==> config.mk <==
export PLATFORM = sky130hd
export DESIGN_NAME = sfpp_top
export DESIGN_NICKNAME = d
export VERILOG_FILES = /design/src/rtl/sfpp_alu.v /design/src/rtl/sfpp_top.v
export VERILOG_INCLUDE_DIRS = /design/src /design/src/rtl
export SDC_FILE = /design/constraint.sdc
export NUM_CORES = 2
export LEC_CHECK = 0
export CAP_MARGIN = 10
export CORE_MARGIN = 3
export CORE_UTILIZATION = 25
export DETAILED_ROUTE_END_ITERATION = 10
export DONT_BUFFER_PORTS = 1
export PLACE_DENSITY_LB_ADDON = 0.3
export SYNTH_ARGS = -nofsm -noshare
export SYNTH_HDL_FRONTEND = slang
export SYNTH_HIERARCHICAL = 1
export SYNTH_SLANG_ARGS = --single-unit
export TNS_END_PERCENT = 1
==> constraint.sdc <==
create_clock -name clk -period 49.4 [get_ports clk]
set_input_delay 4.94 -clock clk [delete_from_list [all_inputs] [get_ports clk]]
set_output_delay 4.94 -clock clk [all_outputs]
set_load 0.01 [all_outputs]
==> src/rtl/sfpp_regs.vh <==
// Constants for the speech pre-processing core: opcodes, saturation limits and filter figures.
`ifndef SFPP_REGS_VH
`define SFPP_REGS_VH

// ************************************************************
// Arithmetic opcodes
// ************************************************************
`define SFPP_OP_ADD     4'h0
`define SFPP_OP_SUB     4'h1
`define SFPP_OP_MULT    4'h2
`define SFPP_OP_MULTR   4'h3
`define SFPP_OP_ABS     4'h4
`define SFPP_OP_DIV     4'h5
`define SFPP_OP_LMULT   4'h6
`define SFPP_OP_LADD    4'h7
`define SFPP_OP_LSUB    4'h8
`define SFPP_OP_SHL16   4'h9
`define SFPP_OP_SHR16   4'hA
`define SFPP_OP_SHL32   4'hB
`define SFPP_OP_SHR32   4'hC
`define SFPP_OP_DEPOSIT 4'hD
`define SFPP_OP_EXTRACT 4'hE

// ************************************************************
// Saturation limits
// ************************************************************
`define SFPP_MAX16      16'h7FFF
`define SFPP_MIN16      16'h8000
`define SFPP_MAX32      32'h7FFFFFFF
`define SFPP_MIN32      32'h80000000

// ************************************************************
// Filter figures
// ************************************************************
`define SFPP_ROUND16    32'h00004000
`define SFPP_HP_COEF    16'h7FDF
`define SFPP_DS_RIGHT   3
`define SFPP_DS_LEFT    2
`define SFPP_SPLIT      15
`define SFPP_SAMPLE_MSK 16'hFFF8
`define SFPP_FRAME_LEN  8'h9F
`define SFPP_SUBSEG_LEN 6'h27

`endif

==> src/rtl/sfpp_alu.v <==
// Combinational fixed-point arithmetic unit with saturating 16/32-bit primitives.
`timescale 1ns/1ps
`include "sfpp_regs.vh"

module sfpp_alu (
  input  wire [3:0]  op,   // Operation select.
  input  wire [15:0] a16,  // First 16-bit operand.
  input  wire [15:0] b16,  // Second 16-bit operand.
  input  wire [31:0] a32,  // First 32-bit operand.
  input  wire [31:0] b32,  // Second 32-bit operand.
  input  wire [5:0]  sh,   // Signed shift count.
  output reg  [15:0] r16,  // 16-bit result.
  output reg  [31:0] r32   // 32-bit result.
);

  // ************************************************************
  // Shared datapath terms
  // ************************************************************
  // Seventeen-bit sums keep the carry so overflow is visible.
  wire [16:0] sum16 = {a16[15], a16} + {b16[15], b16};
  wire [16:0] dif16 = {a16[15], a16} - {b16[15], b16};
  // Thirty-three-bit sums do the same for the long forms.
  wire [32:0] sum32 = {a32[31], a32} + {b32[31], b32};
  wire [32:0] dif32 = {a32[31], a32} - {b32[31], b32};
  // Full signed product of the short operands.
  wire [31:0] prod  = $signed(a16) * $signed(b16);
  wire [31:0] prodr = prod + `SFPP_ROUND16;
  // The one product that does not fit a fraction.
  wire        both_min = (a16 == `SFPP_MIN16) && (b16 == `SFPP_MIN16);
  // A negative count turns the shift around.
  wire [5:0]  mag = sh[5] ? (6'h00 - sh) : sh;
  // Arithmetic right shifts are formed on their own nets. Inside a
  // conditional with an unsigned branch they would turn unsigned and
  // shift in zeros instead of copies of the sign bit.
  wire [15:0] asr16 = $signed(a16) >>> mag;
  wire [31:0] asr32 = $signed(a32) >>> mag;

  // Quotient by restoring division, one bit per step.
  reg [15:0] quot;
  reg [31:0] rem;
  integer    k;
  always @* begin
    quot = 16'h0000;
    rem  = {16'h0000, a16};
    for (k = 0; k < 15; k = k + 1) begin
      quot = {quot[14:0], 1'b0};
      rem  = {rem[30:0], 1'b0};
      if (rem >= {16'h0000, b16}) begin
        rem  = rem - {16'h0000, b16};
        quot = quot + 16'h0001;
      end
    end
  end

  // ************************************************************
  // Result select
  // ************************************************************
  // One case picks the primitive; unused halves read zero.
  always @* begin
    r16 = 16'h0000;
    r32 = 32'h00000000;
    case (op)
      `SFPP_OP_ADD: begin
        if (sum16[16] != sum16[15])
          r16 = sum16[16] ? `SFPP_MIN16 : `SFPP_MAX16;
        else
          r16 = sum16[15:0];
      end
      `SFPP_OP_SUB: begin
        if (dif16[16] != dif16[15])
          r16 = dif16[16] ? `SFPP_MIN16 : `SFPP_MAX16;
        else
          r16 = dif16[15:0];
      end
      `SFPP_OP_MULT: begin
        r16 = both_min ? `SFPP_MAX16 : prod[30:15];
      end
      `SFPP_OP_MULTR: begin
        r16 = both_min ? `SFPP_MAX16 : prodr[30:15];
      end
      `SFPP_OP_ABS: begin
        if (a16 == `SFPP_MIN16)
          r16 = `SFPP_MAX16;
        else
          r16 = a16[15] ? (16'h0000 - a16) : a16;
      end
      `SFPP_OP_DIV: begin
        r16 = quot;
      end
      `SFPP_OP_LMULT: begin
        r32 = {prod[30:0], 1'b0};
      end
      `SFPP_OP_LADD: begin
        if (sum32[32] != sum32[31])
          r32 = sum32[32] ? `SFPP_MIN32 : `SFPP_MAX32;
        else
          r32 = sum32[31:0];
      end
      `SFPP_OP_LSUB: begin
        if (dif32[32] != dif32[31])
          r32 = dif32[32] ? `SFPP_MIN32 : `SFPP_MAX32;
        else
          r32 = dif32[31:0];
      end
      `SFPP_OP_SHL16: begin
        r16 = sh[5] ? asr16 : (a16 << mag);
      end
      `SFPP_OP_SHR16: begin
        r16 = sh[5] ? (a16 << mag) : asr16;
      end
      `SFPP_OP_SHL32: begin
        r32 = sh[5] ? asr32 : (a32 << mag);
      end
      `SFPP_OP_SHR32: begin
        r32 = sh[5] ? (a32 << mag) : asr32;
      end
      `SFPP_OP_DEPOSIT: begin
        r32 = {{16{a16[15]}}, a16};
      end
      `SFPP_OP_EXTRACT: begin
        r16 = a32[15:0];
      end
      default: begin
        r16 = 16'h0000;
        r32 = 32'h00000000;
      end
    endcase
  end

endmodule // sfpp_alu

==> src/rtl/sfpp_top.v <==
// Speech pre-processing core: downscaling, offset filter and shared arithmetic unit.
// Operation
// - 16-bit add saturates both ways
// - 16-bit subtract saturates both ways
// - Scaled multiply, min times min gives max
// - Rounding multiply adds half before shift
// - Absolute value, minimum maps to max
// - Fractional divide, equal operands give max
// - Long multiply is product shifted left
// - 32-bit add saturates both ways
// - 32-bit subtract saturates both ways
// - Short to long sign-extends
// - Long to short keeps low half
// - Constants sign-extended in long operations
// - Left shift zero fills, negative reverses
// - Right shift arithmetic, negative reverses
// - Only valid sample bits affect results
// - Frames of 160, subsegments of 40
// - Downscale: right three, left two
// - Saturated first difference, keep previous
// - Recursive state update with coefficient
// - Output is rounded state shifted
// - Filter memories persist, reset to zero
`timescale 1ns/1ps
`include "sfpp_regs.vh"

module sfpp_top (
  input  wire        clk,              // System clock, 20 MHz.
  input  wire        arst_n,           // Asynchronous reset, active low.
  input  wire        in_valid,         // Input sample present.
  input  wire [15:0] in_sample,        // Left-justified input sample.
  input  wire        in_frame_start,   // Marks the first sample of a frame.
  output reg         in_ready_ff,      // Core can take a sample.
  output reg         out_valid_ff,     // Filtered sample strobe.
  output reg  [15:0] out_sample_ff,    // Filtered sample.
  output reg         out_frame_ff,     // Output is first of a frame.
  output reg         out_subseg_ff,    // Output is first of a subsegment.
  output reg  [1:0]  out_segnum_ff,    // Subsegment number of the output.
  input  wire        op_valid,         // Arithmetic request present.
  input  wire [3:0]  op_code,          // Arithmetic opcode.
  input  wire [15:0] op_a16,           // First short operand.
  input  wire [15:0] op_b16,           // Second short operand.
  input  wire [31:0] op_a32,           // First long operand.
  input  wire [31:0] op_b32,           // Second long operand.
  input  wire [5:0]  op_shift,         // Signed shift count.
  output reg         op_ready_ff,      // Core can take a request.
  output reg         op_done_ff,       // Result strobe.
  output reg  [15:0] op_r16_ff,        // Short result.
  output reg  [31:0] op_r32_ff         // Long result.
);

  // ************************************************************
  // Sequencer states
  // ************************************************************
  localparam [2:0] ST_IDLE = 3'd0;  // Waiting for a sample or a request.
  localparam [2:0] ST_DIFF = 3'd1;  // First difference.
  localparam [2:0] ST_LSP  = 3'd2;  // Low part of the state.
  localparam [2:0] ST_MR   = 3'd3;  // Rounded low product.
  localparam [2:0] ST_S2   = 3'd4;  // Recursive accumulator.
  localparam [2:0] ST_LM   = 3'd5;  // Long high product.
  localparam [2:0] ST_Z2   = 3'd6;  // New filter state.
  localparam [2:0] ST_OUT  = 3'd7;  // Rounded output.

  // ************************************************************
  // Storage
  // ************************************************************
  reg  [2:0]  state_ff;              // Sequencer state.
  reg  [2:0]  nxt_state;             // Next sequencer state.
  reg  [15:0] down_ff;               // Downscaled current sample.
  reg  [15:0] prev_sample_state_ff;  // Previous downscaled sample.
  reg  [31:0] hp_filter_state_ff;    // Recursive filter state.
  reg  [31:0] recursive_accum_ff;    // Recursive accumulator.
  reg  [15:0] first_difference_ff;   // Saturated first difference.
  reg  [15:0] low_part_ff;           // Low part of the state.
  reg  [15:0] temp_ff;               // Rounded product of low part.
  reg  [31:0] long_prod_ff;          // Long product of high part.
  reg  [7:0]  index_ff;              // Sample position within frame.
  reg  [5:0]  seg_pos_ff;            // Position within subsegment.
  reg  [1:0]  seg_num_ff;            // Subsegment number.
  reg         tag_frame_ff;          // Current sample opens a frame.
  reg         tag_subseg_ff;         // Current sample opens a subsegment.
  reg  [1:0]  tag_segnum_ff;         // Subsegment of the current sample.

  // ************************************************************
  // Arithmetic unit wiring
  // ************************************************************
  reg  [3:0]  alu_op;                // Opcode fed to the unit.
  reg  [15:0] alu_a16;               // Short operand A.
  reg  [15:0] alu_b16;               // Short operand B.
  reg  [31:0] alu_a32;               // Long operand A.
  reg  [31:0] alu_b32;               // Long operand B.
  reg  [5:0]  alu_sh;                // Shift count.
  wire [15:0] alu_r16;               // Short result.
  wire [31:0] alu_r32;               // Long result.

  // High part of the state is the state shifted down, truncated to 16 bits.
  wire [31:0] state_shr = $signed(hp_filter_state_ff) >>> `SFPP_SPLIT;
  wire [15:0] high_part = state_shr[15:0];
  wire [31:0] high_long = {{16{high_part[15]}}, high_part};
  wire [31:0] high_back = high_long << `SFPP_SPLIT;
  wire [31:0] diff_long = {{16{first_difference_ff[15]}}, first_difference_ff};
  wire [31:0] diff_up   = diff_long << `SFPP_SPLIT;
  wire [31:0] temp_long = {{16{temp_ff[15]}}, temp_ff};
  wire [31:0] half_prod = $signed(long_prod_ff) >>> 1;
  // Output word before truncation.
  wire [31:0] out_shr   = $signed(alu_r32) >>> `SFPP_SPLIT;

  wire [15:0] valid_bits = in_sample & `SFPP_SAMPLE_MSK;
  wire [15:0] down_right = $signed(valid_bits) >>> `SFPP_DS_RIGHT;
  wire [15:0] down_calc  = down_right << `SFPP_DS_LEFT;

  // Handshakes; a sample wins over a request in the same cycle, since
  // the source is paced by frames and a request can always wait.
  wire take_sample = in_valid & in_ready_ff;
  wire take_op     = op_valid & op_ready_ff & ~in_valid;

  sfpp_alu u_alu (
    .op  (alu_op),
    .a16 (alu_a16),
    .b16 (alu_b16),
    .a32 (alu_a32),
    .b32 (alu_b32),
    .sh  (alu_sh),
    .r16 (alu_r16),
    .r32 (alu_r32)
  );

  // ************************************************************
  // Operand steering
  // ************************************************************
  // Each filter step borrows the unit for one cycle; in idle the unit
  // serves the request port, so the filter costs no extra arithmetic.
  always @* begin
    alu_op  = op_code;
    alu_a16 = op_a16;
    alu_b16 = op_b16;
    alu_a32 = op_a32;
    alu_b32 = op_b32;
    alu_sh  = op_shift;
    case (state_ff)
      ST_DIFF: begin
        alu_op  = `SFPP_OP_SUB;
        alu_a16 = down_ff;
        alu_b16 = prev_sample_state_ff;
      end
      ST_LSP: begin
        alu_op  = `SFPP_OP_LSUB;
        alu_a32 = hp_filter_state_ff;
        alu_b32 = high_back;
      end
      ST_MR: begin
        alu_op  = `SFPP_OP_MULTR;
        alu_a16 = low_part_ff;
        alu_b16 = `SFPP_HP_COEF;
      end
      ST_S2: begin
        alu_op  = `SFPP_OP_LADD;
        alu_a32 = diff_up;
        alu_b32 = temp_long;
      end
      ST_LM: begin
        alu_op  = `SFPP_OP_LMULT;
        alu_a16 = high_part;
        alu_b16 = `SFPP_HP_COEF;
      end
      ST_Z2: begin
        alu_op  = `SFPP_OP_LADD;
        alu_a32 = half_prod;
        alu_b32 = recursive_accum_ff;
      end
      ST_OUT: begin
        alu_op  = `SFPP_OP_LADD;
        alu_a32 = hp_filter_state_ff;
        alu_b32 = `SFPP_ROUND16;
      end
      default: begin
        alu_op  = op_code;
      end
    endcase
  end

  // ************************************************************
  // Next state
  // ************************************************************
  // The steps run in fixed order; only idle waits on the ports.
  always @* begin
    case (state_ff)
      ST_IDLE: nxt_state = take_sample ? ST_DIFF : ST_IDLE;
      ST_DIFF: nxt_state = ST_LSP;
      ST_LSP:  nxt_state = ST_MR;
      ST_MR:   nxt_state = ST_S2;
      ST_S2:   nxt_state = ST_LM;
      ST_LM:   nxt_state = ST_Z2;
      ST_Z2:   nxt_state = ST_OUT;
      ST_OUT:  nxt_state = ST_IDLE;
      default: nxt_state = ST_IDLE;
    endcase
  end

  // ************************************************************
  // Sequencer and filter memories
  // ************************************************************
  // The memories are never cleared between frames; only reset clears
  // them, so the filter carries its history across frame borders.
  always @(posedge clk or negedge arst_n) begin
    if (!arst_n) begin
      state_ff             <= ST_IDLE;
      in_ready_ff          <= 1'b0;
      op_ready_ff          <= 1'b0;
      down_ff              <= 16'h0000;
      prev_sample_state_ff <= 16'h0000;
      hp_filter_state_ff   <= 32'h00000000;
      recursive_accum_ff   <= 32'h00000000;
      first_difference_ff  <= 16'h0000;
      low_part_ff          <= 16'h0000;
      temp_ff              <= 16'h0000;
      long_prod_ff         <= 32'h00000000;
    end else begin
      state_ff    <= nxt_state;
      // Ready is dropped as soon as a sample is taken.
      in_ready_ff <= (nxt_state == ST_IDLE);
      op_ready_ff <= (nxt_state == ST_IDLE);
      if (take_sample) begin
        down_ff <= down_calc;
      end
      case (state_ff)
        ST_DIFF: begin
          first_difference_ff  <= alu_r16;
          prev_sample_state_ff <= down_ff;
        end
        ST_LSP: begin
          low_part_ff <= alu_r32[15:0];
        end
        ST_MR: begin
          temp_ff <= alu_r16;
        end
        ST_S2: begin
          recursive_accum_ff <= alu_r32;
        end
        ST_LM: begin
          long_prod_ff <= alu_r32;
        end
        ST_Z2: begin
          hp_filter_state_ff <= alu_r32;
        end
        default: begin
          down_ff <= take_sample ? down_calc : down_ff;
        end
      endcase
    end
  end

  // ************************************************************
  // Frame position
  // ************************************************************
  // A frame-start marker forces the count back to the first sample,
  // which resynchronises a source that slipped; without it the count
  // simply wraps after the last sample of a frame.
  always @(posedge clk or negedge arst_n) begin
    if (!arst_n) begin
      index_ff      <= 8'h00;
      seg_pos_ff    <= 6'h00;
      seg_num_ff    <= 2'h0;
      tag_frame_ff  <= 1'b0;
      tag_subseg_ff <= 1'b0;
      tag_segnum_ff <= 2'h0;
    end else if (take_sample) begin
      if (in_frame_start) begin
        tag_frame_ff  <= 1'b1;
        tag_subseg_ff <= 1'b1;
        tag_segnum_ff <= 2'h0;
        index_ff      <= 8'h01;
        seg_pos_ff    <= 6'h01;
        seg_num_ff    <= 2'h0;
      end else begin
        tag_frame_ff  <= (index_ff == 8'h00);
        tag_subseg_ff <= (seg_pos_ff == 6'h00);
        tag_segnum_ff <= seg_num_ff;
        index_ff      <= (index_ff == `SFPP_FRAME_LEN) ? 8'h00 : index_ff + 8'h01;
        if (seg_pos_ff == `SFPP_SUBSEG_LEN) begin
          seg_pos_ff <= 6'h00;
          seg_num_ff <= (index_ff == `SFPP_FRAME_LEN) ? 2'h0 : seg_num_ff + 2'h1;
        end else begin
          seg_pos_ff <= seg_pos_ff + 6'h01;
        end
      end
    end
  end

  // ************************************************************
  // Outputs
  // ************************************************************
  // The sample stream has no stall: the sink must take every strobe.
  always @(posedge clk or negedge arst_n) begin
    if (!arst_n) begin
      out_valid_ff  <= 1'b0;
      out_sample_ff <= 16'h0000;
      out_frame_ff  <= 1'b0;
      out_subseg_ff <= 1'b0;
      out_segnum_ff <= 2'h0;
      op_done_ff    <= 1'b0;
      op_r16_ff     <= 16'h0000;
      op_r32_ff     <= 32'h00000000;
    end else begin
      out_valid_ff <= (state_ff == ST_OUT);
      op_done_ff   <= (state_ff == ST_IDLE) & take_op;
      if (state_ff == ST_OUT) begin
        out_sample_ff <= out_shr[15:0];
        out_frame_ff  <= tag_frame_ff;
        out_subseg_ff <= tag_subseg_ff;
        out_segnum_ff <= tag_segnum_ff;
      end
      if ((state_ff == ST_IDLE) & take_op) begin
        op_r16_ff <= alu_r16;
        op_r32_ff <= alu_r32;
      end
    end
  end

endmodule // sfpp_top

# Yosys cells after proc, flatten, opt, wreduce, memory -nomap -nowiden
# Index checks and enable logic that the tools add are counted.
[totals] register_bits=264 in_bits=127 out_inout_bits=72
[classes] n_addsub=38 multipliers=1 order_cmp=15 eq_ne=29 shifts=4 mux=65 bitwise=5 n_reduce_logical=11
[ops] operator="$ge 32x16->1" n=14
[ops] operator="$mux 31" n=14
[ops] operator="$sub 31x16->31" n=13
[ops] operator="$mux 32" n=6
[ops] operator="$pmux 32 s6" n=1
[ops] operator="$mux 16" n=11
[ops] operator="$pmux 16 s9" n=1
[ops] operator="$pmux 32 s4" n=1
[ops] operator="$pmux 32 s3" n=1
[ops] operator="$pmux 16 s3" n=1
[ops] operator="$add 32x32->33" n=1
[ops] operator="$sub 32x32->33" n=1
[ops] operator="$eq 16x16->1 const B" n=2
[ops] operator="$pmux 16 s2" n=1
[ops] operator="$shl 32x6->32" n=1
[ops] operator="$sshr 32x6->32" n=1
[ops] operator="$add 31x15->31 const B" n=1
[ops] operator="$mul 16x16->31" n=1
[ops] operator="$eq 4x4->1 const B" n=7
[ops] operator="$mux 6" n=4
[ops] operator="$mux 8" n=3
[ops] operator="$pmux 3 s8" n=1
[ops] operator="$pmux 4 s5" n=1
[ops] operator="$sub 17x16->18" n=1
[ops] operator="other kinds (55)" n=79

# Longest topological paths before layout
[depth] ltp_word=34 depth_mapped=292

# Modules after synthesis
# Netlist, hierarchy kept.
[modules_own_cells] module="sfpp_alu" n_inst=1 cells_per_inst=5284 area_each_um2=36683.9 seq_area_each_um2=0.0
[modules_own_cells] module="sfpp_top" n_inst=1 cells_per_inst=1077 area_each_um2=12250.5 seq_area_each_um2=6581.3

# Worst setup path after synthesis
# No wires, ideal clock.
[synth_path] kind="input -> register" from="in op_b16[1]" to="reg first_difference_ff[0]" setup_ns=0.125 t_arrival_ns=55.580 required_ns=49.275 slack_ns=-6.305 stages=277 path_buffers=35 path_cell_list="inv_1 o21ai_0 buf_2 clkbuf_1 inv_1 fa_1 a21o_1 a221oi_2 o211ai_2 a21o_1 buf_1 buf_1 o21ai_0 ha_1 o21ai_0 a21oi_1 o41ai_1 o21ai_1 [... 241 more ...] nand2b_1 a21oi_1 nand2b_1 nor3_1 o211ai_1 nor4_4 nand4_2 mux2_1 ha_1 a21o_1 a21o_1 a21oi_1 o211ai_1 nor3_1 o221ai_1 nor4b_1 a41oi_1 mux2_2"
[synth_between] elab_chain_cells=32
[synth_lines] element="from (decl)" line_no="sfpp_top.v:42" text="input wire [15:0] op_b16,"
[synth_lines] element="$pmux 16 s2 *" line_no="sfpp_top.v:140" text="case (state_ff)"
[synth_lines] element="named net alu_b16[1]" line_no="sfpp_top.v:89" text="reg [15:0] alu_b16;"
[synth_lines] element="$sub 17x16->18 or $ge 17x16->1 (tied branches)" line_no="sfpp_alu.v:49, sfpp_alu.v:48"
[synth_lines] element="$mux 31" line_no="sfpp_alu.v:48" text="if (rem >= {16'h0000, b16}) begin"
[synth_lines] element="$sub 31x16->31 or $ge 32x16->1 (tied branches)" line_no="sfpp_alu.v:49, sfpp_alu.v:48"
[synth_lines] element="$mux 31" line_no="sfpp_alu.v:48"
[synth_lines] element="$sub 31x16->31 or $ge 32x16->1 (tied branches)" line_no="sfpp_alu.v:49, sfpp_alu.v:48"
[synth_lines] element="$mux 31" line_no="sfpp_alu.v:48"
[synth_lines] element="[... 18 more ...]"
[synth_lines] element="$sub 31x16->31 or $ge 32x16->1 (tied branches)" line_no="sfpp_alu.v:49, sfpp_alu.v:48"
[synth_lines] element="$mux 31" line_no="sfpp_alu.v:48"
[synth_lines] element="$sub 31x16->31 or $ge 32x16->1 (tied branches)" line_no="sfpp_alu.v:49, sfpp_alu.v:48"
[synth_lines] element="$mux 31" line_no="sfpp_alu.v:48"
[synth_lines] element="$ge 32x16->1" line_no="sfpp_alu.v:48"
[synth_lines] element="$mux 16" line_no="sfpp_alu.v:48"
[synth_lines] element="$pmux 16 s9 *" line_no="sfpp_alu.v:62" text="case (op)"
[synth_lines] element="named net alu_r16[0]" line_no="sfpp_top.v:93" text="wire [15:0] alu_r16;"
[synth_lines] element="to (signal assigned)" line_no="sfpp_top.v:228" text="first_difference_ff <= alu_r16;"
[synth_lines] element="to (decl)" line_no="sfpp_top.v:73" text="reg [15:0] first_difference_ff;"
# Mark *: on every way through the listed nets, which the timed path passes. The rest lies on a longest branch.
# A chain may end at the register's enable or synchronous reset.

# Final worst setup path
[layout_path] from="in op_a16[0]" to="reg op_r16_ff[0]"
[layout_between] elab_chain_cells=32
[layout_lines] element="from (decl)" line_no="sfpp_top.v:41" text="input wire [15:0] op_a16,"
[layout_lines] element="$pmux 16 s3 *" line_no="sfpp_top.v:140"
[layout_lines] element="named net alu_a16[0]" line_no="sfpp_top.v:88" text="reg [15:0] alu_a16;"
[layout_lines] element="$sub 17x16->18 or $ge 17x16->1 (tied branches)" line_no="sfpp_alu.v:49, sfpp_alu.v:48"
[layout_lines] element="$mux 31" line_no="sfpp_alu.v:48"
[layout_lines] element="$sub 31x16->31 or $ge 32x16->1 (tied branches)" line_no="sfpp_alu.v:49, sfpp_alu.v:48"
[layout_lines] element="$mux 31" line_no="sfpp_alu.v:48"
[layout_lines] element="$sub 31x16->31 or $ge 32x16->1 (tied branches)" line_no="sfpp_alu.v:49, sfpp_alu.v:48"
[layout_lines] element="$mux 31" line_no="sfpp_alu.v:48"
[layout_lines] element="[... 18 more ...]"
[layout_lines] element="$sub 31x16->31 or $ge 32x16->1 (tied branches)" line_no="sfpp_alu.v:49, sfpp_alu.v:48"
[layout_lines] element="$mux 31" line_no="sfpp_alu.v:48"
[layout_lines] element="$sub 31x16->31 or $ge 32x16->1 (tied branches)" line_no="sfpp_alu.v:49, sfpp_alu.v:48"
[layout_lines] element="$mux 31" line_no="sfpp_alu.v:48"
[layout_lines] element="$ge 32x16->1" line_no="sfpp_alu.v:48"
[layout_lines] element="$mux 16" line_no="sfpp_alu.v:48"
[layout_lines] element="$pmux 16 s9 *" line_no="sfpp_alu.v:62"
[layout_lines] element="named net alu_r16[0]" line_no="sfpp_top.v:93"
[layout_lines] element="to (signal assigned)" line_no="sfpp_top.v:314" text="op_r16_ff <= alu_r16;"
[layout_lines] element="to (decl)" line_no="sfpp_top.v:48" text="output reg [15:0] op_r16_ff,"
# Marked as above.

==> run metrics <==
outcome=finished clean; initial antenna violation count=48; Crit. End Element=flip-flop; DP Cell Count=9557; internal reg-to-reg setup slack=2.87 ns; most common cell in the synthesized netlist=nand2_1; hold wc startpoint=recursive_accum_ff[20]; CP Buf/Inv Count=25; M2 GR Usage=33.8%; Worst Setup SP=op_a16[0]; Routability Congestion=0.956; R2R cell count=268; first-pass GRT wire length=319000 µm; max-capacitance violation count=0; Netlist cell types=126; port bufs=0; total grt overflow=0; Top Usage Layer GRT=met2; Critical Path Stages=265; ys flop type=dfrtp_1; Final Util=31.2%; Seq/Total Area, Yosys=13.4%; most common library cells after synthesis=739 x nand2_1, 522 x inv_1, 522 x nor2_1; syn_area_per_cell=7.69 µm²; Tcrit/Tclk final=99.5%; Synth area leaders=dfrtp_1 13%, ha_1 11%, fa_1 11%; r2r endpoint=op_r16_ff[0]; slack of the critical path=0.247 ns; CP Launch Type=primary input; DP Wirelength=171000 µm; CTS Root Cell=clkbuf_16; syn nets=7176; crit path max fanout=12; Worst path top cell family by delay=compound AO/OA/AOI/OAI gates; die height=448 µm; All-Layer GR Usage=20.7%; most frequent CP cell=o21a_1; CP arrival=49.59 ns; final WL=215000 µm; Async SR Flop Fraction=100%; final slew viol count=0; crit path time final=49.15 ns; Multi-input gate area=0.0402 mm²; Initial Util=25.3%; share of the synthesized area in the top cell type=13.4%; CTS Sinks=263; Via-to-Cell Ratio=5.22; Final nets=7852; RSZ-0062 raised after global routing=yes; TritonCTS clock tree=built; Post-Syn Area=0.0489 mm²; slowest cell on the critical path=a2111oi_4; HP Class=flip-flop to flip-flop; cell accounting for the most synthesized area=dfrtp_1; IO Pins=199; CTS HTree Levels=1; Peak Freq=20.3 MHz; clock latency on the worst-skew pair=0.57 ns; core box area=0.194 mm²; headroom to the max-slew limit=13.7%; worst r2r src=state_ff[0]; Chip Width=448 µm; num rows=161; met3 usage=3.02%; Wirelength per Cell=22.2 µm; fillcell total=20800; Storage cell area=0.00658 mm²; clk slew on worst S/H paths=0.06 ns; synthesis-to-layout area growth=23.4%; Clock Path Buffers=3; Detail Route Antenna Nets=0; die area=0.201 mm²; Post-synth EDFFs=0; Setup Skew=0.0209 ns; Yosys warnings=6; CP Class=primary input to flip-flop; met1 global-route usage=27.5%; Post-Synthesis Cells=6361; crit path capture=op_r16_ff[0]; WP data required=49.84 ns; Num CTS Buffers=29; number of global-route vias before repair=49700; setup violators final=0; share of cells above drive strength 1=22.4%; DR vias=50700; TritonRoute pass-1 iters=9; Post-Layout Cell Count=9700; DRC violations left=0; DRT iter0 DRCs=4279; register bit total from synthesis=263; final hold violations=0; CP max stage delay=0.42 ns; largest net degree at the start of global routing=264; Worst-Margin Slew=1.29 ns; dpl ws=-1.95 ns
## state kept, by name, indices dropped and copies added (netlist names), 2 cells and up
register              count
index_ff                  8
hp_filter_state_ff       32
long_prod_ff             31
prev_sample_state_ff     13
down_ff                  13
out_segnum_ff             2
tag_segnum_ff             2
first_difference_ff      16
out_sample_ff            16
seg_num_ff                2
recursive_accum_ff       32
temp_ff                  16
op_r32_ff                32
op_r16_ff                16
state_ff                  3
low_part_ff              16
seg_pos_ff                6
## layout by cell type, fill, tap and decap left out, types with 80 or more instances in the layout
cell type	synthesis	layout
nand2b_1	138	137
nand2_1	739	732
dfrtp_1	263	262
mux2_2	248	243
nor3_1	140	129
o21ai_0	433	396
nand3_1	92	89
xor2_1	109	104
mux2i_1	150	149
inv_1	522	516
buf_4	9	939
a31oi_1	81	80
and2_1	111	107
fa_1	261	260
nor2_1	522	493
a21o_1	108	107
ha_1	427	410
a21oi_1	496	468
xnor2_1	169	166
o21a_1	114	112
## worst reg2reg max path, delay by kind of cell (launching register included)
family                   cells  cell delay (ns)
adder cells (fa/ha/maj)     16             4.90
multiplexers                 3             0.68
flip-flops                   1             0.42
buffers and inverters       24             3.69
AND/OR/NAND/NOR             82            12.62
AO/OA/AOI/OAI              143            24.06
## area by class of cell
type                    count  area share [%]
repair buffers            961            12.1
diodes                     34           0.141
clock inverters            14           0.232
well taps                2608            5.40
multi-input cells        5258            66.6
clock buffers              38            1.31
inverters                 524            3.27
flip-flops and latches    263            10.9
## logic make-up after synthesis
group / Yosys count / synth area share [%]
multiplexers: 405 / 8.97
XOR/XNOR: 279 / 5.01
adder cells (fa/ha/maj): 689 / 21.6
AO/OA/AOI/OAI: 1802 / 24.0
AND/OR/NAND/NOR: 2082 / 20.1
buffers and inverters: 841 / 6.80
flip-flops: 263 / 13.4
## per-stage QoR
stage	instance area [µm²]	hold WS, ns	TNS [ns]
finish	60400	0.477	0
global route	60400	0.496	-8.64
CTS	59400	0.475	-0.0448
detailed placement	58200	0.458	-5.82
global placement	58200	0.454	-4.53
floorplan	49600	0.440	0
## worst min-delay path by stage
stage                             end  slack, ns  depth (start not counted)
5_1_grt        recursive_accum_ff[12]       0.50                          2
4_1_cts        recursive_accum_ff[26]       0.47                          2
6_report       recursive_accum_ff[20]       0.48                          2
3_3_place_gp   recursive_accum_ff[26]       0.45                          2
2_1_floorplan  recursive_accum_ff[15]       0.44                          2
3_5_place_dp   recursive_accum_ff[19]       0.46                          2
## per-layer routing
metal,vias up,routed length (µm)
li1,23900,-
met1,24800,93400
met2,1597,98700
met3,299,14200
met4,2,8730
met5,-,15
## repair_timing
item                       4_1_cts  5_1_grt
hold buffers                     0        0
setup buffers                   15       39
cloned                           1        1
resized for setup               42      122
pin swaps                       30       93
setup endpoints to repair        3        6
Power is left out: the tool's default activity adds up to more than one toggle a clock period on the data nets, which glitch-free logic cannot reach.
